$ cat src/rtl/ebpm_pkg.sv
// Package for the external bus pin ownership mux.
// Assumes one system clock domain; offsets are byte addresses.
package ebpm_pkg;
  // Register map
  localparam logic [7:0]  REG_OWNERSHIP_ADDR = 8'h00; // Pin ownership reg
  localparam logic [7:0]  REG_STATUS_ADDR    = 8'h04; // Effective owners
  localparam logic [31:0] OWNERSHIP_RESET    = 32'h0000_0000;
  // Field positions
  localparam int OE_BIT    = 12; // Output enable claim
  localparam int BS1_BIT   = 9;  // Byte select 1 claim
  localparam int BS0_BIT   = 8;  // Byte select 0 claim
  localparam int CS_HI_BIT = 7;  // Chip select 3 claim
  localparam int CS_LO_BIT = 4;  // Chip select 0 claim
  localparam int UPD_BIT   = 1;  // Upper data lane claim
  localparam int LOD_BIT   = 0;  // Lower data lane claim
  // Writable bits; 11:10 and 3:2 stay zero
  localparam logic [31:0] OWNERSHIP_MASK = 32'h0000_13F3;
  // Data lane width
  localparam int LANE_W = 8;
endpackage

$ cat src/rtl/ebpm_pad_mux.sv
// Per-pin mux between bus controller and general I/O drive.
// Assumes the select arrives from a flip-flop on the same clock.
`timescale 1ns/1ps
module ebpm_pad_mux #(
  parameter int W = 1 // Pins in this group
) (
  input  wire logic         clk,      // System clock
  input  wire logic         rst_n,    // Sync reset, active low
  input  wire logic         sel_bus,  // Bus owns pins
  input  wire logic [W-1:0] bus_out,  // Bus drive value
  input  wire logic [W-1:0] bus_oe_n, // Bus enable, low drives
  input  wire logic [W-1:0] gp_out,   // General I/O value
  input  wire logic [W-1:0] gp_oe_n,  // General enable, low drives
  output logic      [W-1:0] pad_out,  // Pad drive value
  output logic      [W-1:0] pad_oe_n  // Pad enable, low drives
);
  // Registered pad drive avoids glitches from the combinational select
  typedef struct packed {
    logic [W-1:0] out_ff;
    logic [W-1:0] oe_n_ff;
  } ebpm_mux_st_t;
  ebpm_mux_st_t st_ff;
  ebpm_mux_st_t nxt_st;

  // Choose owner
  always_comb
  begin
    nxt_st = st_ff;
    if (!rst_n)
    begin
      nxt_st.out_ff  = '0;
      nxt_st.oe_n_ff = '1; // Pads float at reset
    end
    else if (sel_bus)
    begin
      nxt_st.out_ff  = bus_out;
      nxt_st.oe_n_ff = bus_oe_n;
    end
    else
    begin
      nxt_st.out_ff  = gp_out;
      nxt_st.oe_n_ff = gp_oe_n;
    end
  end

  // State register
  always_ff @(posedge clk)
  begin
    st_ff <= nxt_st; // [RULE_09]
  end

  assign pad_out  = st_ff.out_ff;
  assign pad_oe_n = st_ff.oe_n_ff;
endmodule

$ cat src/rtl/ebpm_top.sv
// Pin ownership logic for the external memory bus pins.
// Assumes reg port on clk; bus_module_disable is an async pin input.
// Overview of operation
// RULE_01: Bit 12 gives output enable pin
// RULE_02: Bit 9 gives byte select 1 pin
// RULE_03: Bit 8 gives byte select 0 pin
// RULE_04: Bits 7..4 give chip selects 3..0
// RULE_05: Bit 1 gives upper data lane
// RULE_06: Bit 0 gives lower data lane
// RULE_07: Module disable returns all pins
// RULE_08: Bits 11:10, 3:2 read zero
// RULE_09: Ownership switches next edge, glitch free; here the pads follow the ownership register two edges later
//
// Our own choices: the address-and-strobe port and the register offsets.
`timescale 1ns/1ps
module ebpm_top
  import ebpm_pkg::*;
(
  input  wire logic        clk,          // System clock
  input  wire logic        rst_n,        // Sync reset, active low
  input  wire logic [7:0]  reg_addr,     // Register address
  input  wire logic [31:0] reg_wdata,    // Write data
  input  wire logic        reg_wr,       // Write strobe
  input  wire logic        reg_rd,       // Read strobe
  output logic      [31:0] reg_rdata,    // Read data, next cycle
  input  wire logic        bus_module_disable, // Pin, high disables
  input  wire logic [9:0]  bus_ctl_out,  // Bus ctl pin values
  input  wire logic [9:0]  gp_ctl_out,   // GPIO ctl pin values
  input  wire logic [9:0]  gp_ctl_oe_n,  // GPIO ctl enables
  output logic      [9:0]  ctl_pad_out,  // Ctl pad values
  output logic      [9:0]  ctl_pad_oe_n, // Ctl pad enables
  input  wire logic [15:0] bus_data_out, // Bus data drive
  input  wire logic        bus_data_oe_n,// Bus data enable
  input  wire logic [15:0] gp_data_out,  // GPIO data drive
  input  wire logic [15:0] gp_data_oe_n, // GPIO data enables
  input  wire logic [15:0] data_pad_in,  // Data pad level
  output logic      [15:0] bus_data_in,  // Data seen by bus
  output logic      [15:0] data_pad_out, // Data pad values
  output logic      [15:0] data_pad_oe_n // Data pad enables
);
  // Control pin order: 0..3 cs0..cs3, 4 bs0, 5 bs1, 6 oe, 9:7 spare
  // Spare pins have no enable bit, so they always stay with GPIO.
  // Ownership takes two edges from the ownership register to the pads:
  // one into the select flops, one into the pad flops. The extra
  // edge is the price of a pad drive that never sees a select
  // glitch while the register or the disable pin changes.

  typedef struct packed {
    logic [31:0] own_ff;    // Ownership register
    logic [31:0] rdata_ff;  // Read data
    logic        dis_m_ff;  // Disable sync stage 1
    logic        dis_ff;    // Disable sync stage 2
    logic [9:0]  ctl_sel_ff;// Effective ctl ownership
    logic [1:0]  lane_sel_ff;// Effective lane ownership
  } ebpm_st_t;
  ebpm_st_t st_ff;
  ebpm_st_t nxt_st;
  logic [9:0] claim;
  logic [1:0] lane_claim;

  // Gate a claim by the module disable
  function automatic logic gate(input logic c, input logic d);
    gate = c & ~d;
  endfunction

  // Raw claims from the register
  always_comb
  begin
    claim = '0;
    claim[CS_HI_BIT-CS_LO_BIT:0] = st_ff.own_ff[CS_HI_BIT:CS_LO_BIT]; // [RULE_04]
    claim[4] = st_ff.own_ff[BS0_BIT]; // [RULE_03]
    claim[5] = st_ff.own_ff[BS1_BIT]; // [RULE_02]
    claim[6] = st_ff.own_ff[OE_BIT];  // [RULE_01]
    lane_claim[0] = st_ff.own_ff[LOD_BIT]; // [RULE_06]
    lane_claim[1] = st_ff.own_ff[UPD_BIT]; // [RULE_05]
  end

  // Next state
  always_comb
  begin
    nxt_st = st_ff;
    nxt_st.dis_m_ff = bus_module_disable;
    nxt_st.dis_ff   = st_ff.dis_m_ff;
    if (reg_wr && reg_addr == REG_OWNERSHIP_ADDR)
      nxt_st.own_ff = reg_wdata & OWNERSHIP_MASK; // [RULE_08]
    for (int i = 0; i < 10; i++)
      nxt_st.ctl_sel_ff[i] = gate(claim[i], st_ff.dis_ff); // [RULE_07]
    for (int i = 0; i < 2; i++)
      nxt_st.lane_sel_ff[i] = gate(lane_claim[i], st_ff.dis_ff); // [RULE_07]
    nxt_st.rdata_ff = '0; // Unmapped reads zero
    if (reg_rd)
    begin
      if (reg_addr == REG_OWNERSHIP_ADDR)
        nxt_st.rdata_ff = st_ff.own_ff;
      else if (reg_addr == REG_STATUS_ADDR)
        nxt_st.rdata_ff = {19'h0_0000, st_ff.dis_ff,
                           st_ff.lane_sel_ff, st_ff.ctl_sel_ff};
    end
    if (!rst_n)
    begin
      nxt_st = '0;
      nxt_st.own_ff = OWNERSHIP_RESET;
    end
  end

  // State register
  always_ff @(posedge clk)
  begin
    st_ff <= nxt_st;
  end

  assign reg_rdata   = st_ff.rdata_ff;
  assign bus_data_in = data_pad_in; // Bus reads pads directly

  // Control pins, one mux per pin for glitch-free handover
  for (genvar g = 0; g < 10; g++)
  begin : g_ctl
    ebpm_pad_mux #(.W(1)) u_ctl (
      .clk      (clk),
      .rst_n    (rst_n),
      .sel_bus  (st_ff.ctl_sel_ff[g]), // [RULE_09]
      .bus_out  (bus_ctl_out[g]),
      .bus_oe_n (1'b0),
      .gp_out   (gp_ctl_out[g]),
      .gp_oe_n  (gp_ctl_oe_n[g]),
      .pad_out  (ctl_pad_out[g]),
      .pad_oe_n (ctl_pad_oe_n[g])
    );
  end

  // Data lanes
  for (genvar l = 0; l < 2; l++)
  begin : g_lane
    ebpm_pad_mux #(.W(LANE_W)) u_lane (
      .clk      (clk),
      .rst_n    (rst_n),
      .sel_bus  (st_ff.lane_sel_ff[l]), // [RULE_05] [RULE_06]
      .bus_out  (bus_data_out[l*LANE_W +: LANE_W]),
      .bus_oe_n ({LANE_W{bus_data_oe_n}}),
      .gp_out   (gp_data_out[l*LANE_W +: LANE_W]),
      .gp_oe_n  (gp_data_oe_n[l*LANE_W +: LANE_W]),
      .pad_out  (data_pad_out[l*LANE_W +: LANE_W]),
      .pad_oe_n (data_pad_oe_n[l*LANE_W +: LANE_W])
    );
  end

  // Checks
  unused_bits_a: assert property (@(posedge clk) disable iff (!rst_n)
    (st_ff.own_ff & ~OWNERSHIP_MASK) == 32'h0) // [RULE_08]
    else $error("unimplemented bits set");
  disable_wins_a: assert property (@(posedge clk) disable iff (!rst_n)
    st_ff.dis_ff |=> (st_ff.ctl_sel_ff == 10'h000
                      && st_ff.lane_sel_ff == 2'h0)) // [RULE_07]
    else $error("pins kept while disabled");
  oe_claim_a: assert property (@(posedge clk) disable iff (!rst_n)
    (!st_ff.dis_ff) |=> st_ff.ctl_sel_ff[6] == $past(st_ff.own_ff[OE_BIT]))
    else $error("oe ownership wrong"); // [RULE_01]
  bs1_claim_a: assert property (@(posedge clk) disable iff (!rst_n)
    (!st_ff.dis_ff) |=> st_ff.ctl_sel_ff[5] == $past(st_ff.own_ff[BS1_BIT]))
    else $error("bs1 ownership wrong"); // [RULE_02]
  bs0_claim_a: assert property (@(posedge clk) disable iff (!rst_n)
    (!st_ff.dis_ff) |=> st_ff.ctl_sel_ff[4] == $past(st_ff.own_ff[BS0_BIT]))
    else $error("bs0 ownership wrong"); // [RULE_03]
  cs_claim_a: assert property (@(posedge clk) disable iff (!rst_n)
    (!st_ff.dis_ff) |=> st_ff.ctl_sel_ff[3:0] ==
      $past(st_ff.own_ff[CS_HI_BIT:CS_LO_BIT])) // [RULE_04]
    else $error("cs ownership wrong");
  upper_lane_a: assert property (@(posedge clk) disable iff (!rst_n)
    (!st_ff.dis_ff) |=> st_ff.lane_sel_ff[1] == $past(st_ff.own_ff[UPD_BIT]))
    else $error("upper lane wrong"); // [RULE_05]
  lower_lane_a: assert property (@(posedge clk) disable iff (!rst_n)
    (!st_ff.dis_ff) |=> st_ff.lane_sel_ff[0] == $past(st_ff.own_ff[LOD_BIT]))
    else $error("lower lane wrong"); // [RULE_06]
  pad_follow_a: assert property (@(posedge clk) disable iff (!rst_n)
    st_ff.lane_sel_ff[0] && $past(st_ff.lane_sel_ff[0])
    |=> data_pad_out[7:0] == $past(bus_data_out[7:0])) // [RULE_09]
    else $error("lane pad not driven by bus");
  wr_cov_c: cover property (@(posedge clk) reg_wr ##1 reg_rd);
  dis_cov_c: cover property (@(posedge clk) st_ff.dis_ff ##1 !st_ff.dis_ff);
  all_cov_c: cover property (@(posedge clk) st_ff.ctl_sel_ff[6:0] == 7'h7F);
  // Both data lanes handed to the bus at once
  lane_cov_c: cover property (@(posedge clk) st_ff.lane_sel_ff == 2'h3);
  // Software looks at the effective owners
  stat_cov_c: cover property (@(posedge clk)
    reg_rd && reg_addr == REG_STATUS_ADDR);

  // Register port checks
  // Read data stands one cycle only, then drops to zero
  rdata_idle_a: assert property (@(posedge clk) disable iff (!rst_n)
    !reg_rd |=> reg_rdata == 32'h0000_0000) // [RULE_08]
    else $error("read data not cleared");
  // A write to the ownership word lands masked on the next edge
  write_lands_a: assert property (@(posedge clk) disable iff (!rst_n)
    (reg_wr && reg_addr == REG_OWNERSHIP_ADDR) |=>
      st_ff.own_ff == ($past(reg_wdata) & OWNERSHIP_MASK)) // [RULE_08]
    else $error("ownership write lost");
  // Any other cycle leaves the ownership word alone
  write_ignored_a: assert property (@(posedge clk) disable iff (!rst_n)
    !(reg_wr && reg_addr == REG_OWNERSHIP_ADDR) |=>
      $stable(st_ff.own_ff)) // [RULE_08]
    else $error("ownership changed without write");

  // Pin path checks
  // Spare control pins are never claimed by the bus
  spare_free_a: assert property (@(posedge clk) disable iff (!rst_n)
    st_ff.ctl_sel_ff[9:7] == 3'h0) // [RULE_08]
    else $error("spare pin claimed");
  // The disable pin reaches logic through exactly two flops
  dis_sync_a: assert property (@(posedge clk) disable iff (!rst_n)
    st_ff.dis_ff == $past(bus_module_disable, 2)) // [RULE_07]
    else $error("disable sync depth wrong");
  // A bus-owned output enable pin is always driven
  oe_drive_a: assert property (@(posedge clk) disable iff (!rst_n)
    $past(st_ff.ctl_sel_ff[6]) |-> ctl_pad_oe_n[6] == 1'b0) // [RULE_01]
    else $error("oe pin not driven by bus");
endmodule

$ cat config.mk
export PLATFORM = sky130hd
export DESIGN_NAME = ebpm_top
export DESIGN_NICKNAME = d
export VERILOG_FILES = /design/src/rtl/ebpm_pkg.sv /design/src/rtl/ebpm_pad_mux.sv /design/src/rtl/ebpm_top.sv
export SDC_FILE = /design/constraint.sdc
export NUM_CORES = 1
export LEC_CHECK = 0
export BUFFER_PORTS_ARGS = -buffer_cell sky130_fd_sc_hd__clkbuf_2
export CORE_AREA = 10 10 107 109
export CTS_CLUSTER_DIAMETER = 40
export DETAILED_ROUTE_END_ITERATION = 10
export DIE_AREA = 0 0 117 119
export PLACE_DENSITY_LB_ADDON = 0.12
export SYNTH_ARGS = -nofsm -noshare
export SYNTH_HDL_FRONTEND = slang
export SYNTH_SLANG_ARGS = --single-unit
$ cat constraint.sdc
create_clock -name clk -period 1.09 [get_ports clk]
set_input_delay 0.218 -clock clk [delete_from_list [all_inputs] [get_ports clk]]
set_output_delay 0.218 -clock clk [all_outputs]
set_load 0.02 [all_outputs]
==> results.md <==
* Status: finished clean
* Cell area power density at 1470 nW/um2
* Crit path cell chain: clkbuf_2
* Worst-Skew Late Latency at 350 ps
* Fmax at 952 MHz
* Fin area at 4220 um2
* GP Congestion at 0.702
* Seq/Total Area, Yosys at 50.9%
* Worst min path class: in -> reg
* Worst EP required at 870 ps
* First-pass GRT wire length at 13.0 mm
* Delay-heaviest family, CP: flip-flops
* Routed vias/inst at 4.13
* Reg-to-reg slack, setup at 140 ps
* Antenna cells at 0
* Placed cell areas at 3920 um2
* FF+latch area at 1700 um2
* Post-route DRC at 0
* Tot GR Track Use at 12.0%
* Crit path launch: g_lane[0].u_lane.pad_out[3]
* Clock transition at path regs at 90 ps
* Yosys warning total at 0
* Cell taking the most area after synthesis: dfxtp_1
* FF-to-FF path depth at 4
* ANT nets after route at 0
* DP HPWL at 6.98 mm
* Slowest-stage cell, CP: dfxtp_1
* Final hold violation count at 0
* Critical R2R Launch: st_ff[1]
* GR Overflow Total at 0
* Synth top area cells: dfxtp_1 (51%), buf_4 (15%), mux2i_1 (11%)
* Final period utilization at 96.3%
* Post-Syn Area at 3340 um2
* H-tree Lvls at 3
* Vias at 2371
* Area growth syn-to-layout at 26.3%
* Total negative slack at 0 ps
* Crit path buffers/inverters at 1
* Synth Register Bits at 85
* Cell count after synthesis at 331
* Initial Util at 35.3%
* Vias in the first global route at 2507
* CTS tree: built
* Layout cells sized above 1 at 43.0%
* Max Root-Sink Buffers at 2
* Max-cap violation count at 0
* Most frequent cells in the layout: clkbuf_2 (110), dfxtp_1 (83), buf_4 (41), mux2i_1 (38)
* Crit Path Class: reg -> out
* # clock sinks at 85
* Worst r2r dst: g_lane[1].u_lane.pad_oe_n[6]
* Multi-input gate area at 1050 um2
* Worst hold slack at 48.0 ps
* Clk_skew at 12.8 ps
* Die Ht at 119 um
* Clock buffer count from CTS at 9
* Mean post-synth cell area at 10.1 um2
* Final Util at 44.6%
* Initial antenna violation count at 0
* Clock Tree Root: clkbuf_8
* Post-synth top area share at 50.9%
* Fin nets at 595
* Fillers at 986
* Largest net degree at the start of global routing at 22
* Crit. End Element: primary output
* Standby leakage power at 2.05 nW
* Max IR drop VDD at 0.531 mV
* Startpoint Class: register
* DR iter-0 viols at 127
* RSZ-0062 raised after global routing: no
* Hold_buf cts at 0
* Most common cell after layout, fill and taps aside: clkbuf_2
* Die extent in x at 117 um
* Ports at 240
* Avg WL per Cell at 14.8 um
* Final Max Slew Viols at 0
* Row count at 36
* Buffers on Ports at 162
* Die area at 13900 um2
* Peak fanout along the critical path at 1
* Final WL at 8.50 mm
* Cell depth of the worst setup path at 1
* Total power at 6.22 mW
* 1st-pass router iterations at 4
* Worst Hold Depth at 2
* Tmin final at 1050 ps
* Crit path capture: data_pad_out[3]
* Final setup viols at 0
* Core box area at 9460 um2
* Yosys cell types at 22
* Crit-path max cell delay at 320 ps
* WP data arrival at 830 ps
## stage by stage
| stage | setup slack, ps | instances |
|---|---|---|
| 2_1_floorplan | 6.87 | 349 |
| 3_3_place_gp | -169 | 558 |
| 3_5_place_dp | -223 | 558 |
| 4_1_cts | 0.0863 | 574 |
| 5_1_grt | 0.583 | 574 |
| 6_report | 40.1 | 574 |
## where the power goes
part / internal [mW] / switching [mW]
clock: 1.09 / 1.19
sequential: 3.21 / 0.0255
combinational: 0.317 / 0.391
## routing by layer
metal  wire length, um  vias to the layer above  part of all wire [%]  GRT usage [%]
met4               163                        0                   1.9           4.95
met2              4080                      111                    48           18.7
li1                  -                     1205                     -              -
met3              1010                       19                    12           6.63
met1              3240                     1036                    38           13.1
met5                 0                        -                     0              0
## synth_stat cells
| cell type | number |
|---|---|
| o21ai_0 | 23 |
| dfxtp_1 | 85 |
| buf_12 | 1 |
| clkbuf_1 | 4 |
| nand2b_1 | 3 |
| conb_1 | 1 |
| nor3_1 | 1 |
| and2_1 | 17 |
| nor2_1 | 6 |
| buf_4 | 68 |
| a21boi_1 | 2 |
| buf_2 | 7 |
| nand2_1 | 18 |
| and4_1 | 2 |
| mux2i_1 | 38 |
| and3_1 | 4 |
| nor4_4 | 1 |
| inv_1 | 23 |
| nor4_1 | 1 |
| and3_4 | 1 |
| nor2b_1 | 24 |
| nand4_1 | 1 |
## layout make-up
type,count,area share (%)
inverter,23,2.05
sequential,85,40.4
multi-input combinational,161,24.9
clock buffer,9,2.94
tap,114,3.38
timing repair buffer,175,24.4
clock inverter,7,1.90
## worst min-delay path by stage
stage | endpoint | startpoint
after floorplan | g_ctl[7].u_ctl.pad_oe_n | gp_ctl_oe_n[7]
after global placement | g_ctl[7].u_ctl.pad_oe_n | gp_ctl_oe_n[7]
after detailed placement | g_ctl[9].u_ctl.pad_oe_n | gp_ctl_oe_n[9]
after CTS | g_ctl[9].u_ctl.pad_oe_n | gp_ctl_oe_n[9]
after global routing | g_ctl[9].u_ctl.pad_oe_n | gp_ctl_oe_n[9]
final | g_ctl[9].u_ctl.pad_oe_n | gp_ctl_oe_n[9]
## sequential cells by signal, indices dropped and copies added, names as in the netlist
name and cells:
g_lane.u_lane.pad_oe_n 16, lane_claim 2, claim 7, reg_rdata 13, g_lane.u_lane.pad_out 16, st_ff 11
g_ctl.u_ctl.pad_out 10, g_ctl.u_ctl.pad_oe_n 10
## logic make-up after synthesis
| kind of cell | after synthesis | synth area share (%) |
|---|---|---|
| AO/OA/AOI/OAI | 25 | 3.89 |
| flip-flops | 85 | 50.9 |
| other | 1 | 0.112 |
| AND/OR/NAND/NOR | 79 | 13.7 |
| buffers and inverters | 103 | 20.0 |
| multiplexers | 38 | 11.4 |
## what timing repair did
| item | 4_1_cts | 5_1_grt |
|---|---|---|
| endpoints found under the setup margin | 1 | 62 |
| pin swaps | 0 | 0 |
| setup buffers | 0 | 0 |
| cloned | 0 | 0 |
| resized for setup | 1 | 90 |
No activity file was read; power rests on OpenSTA's default activity.
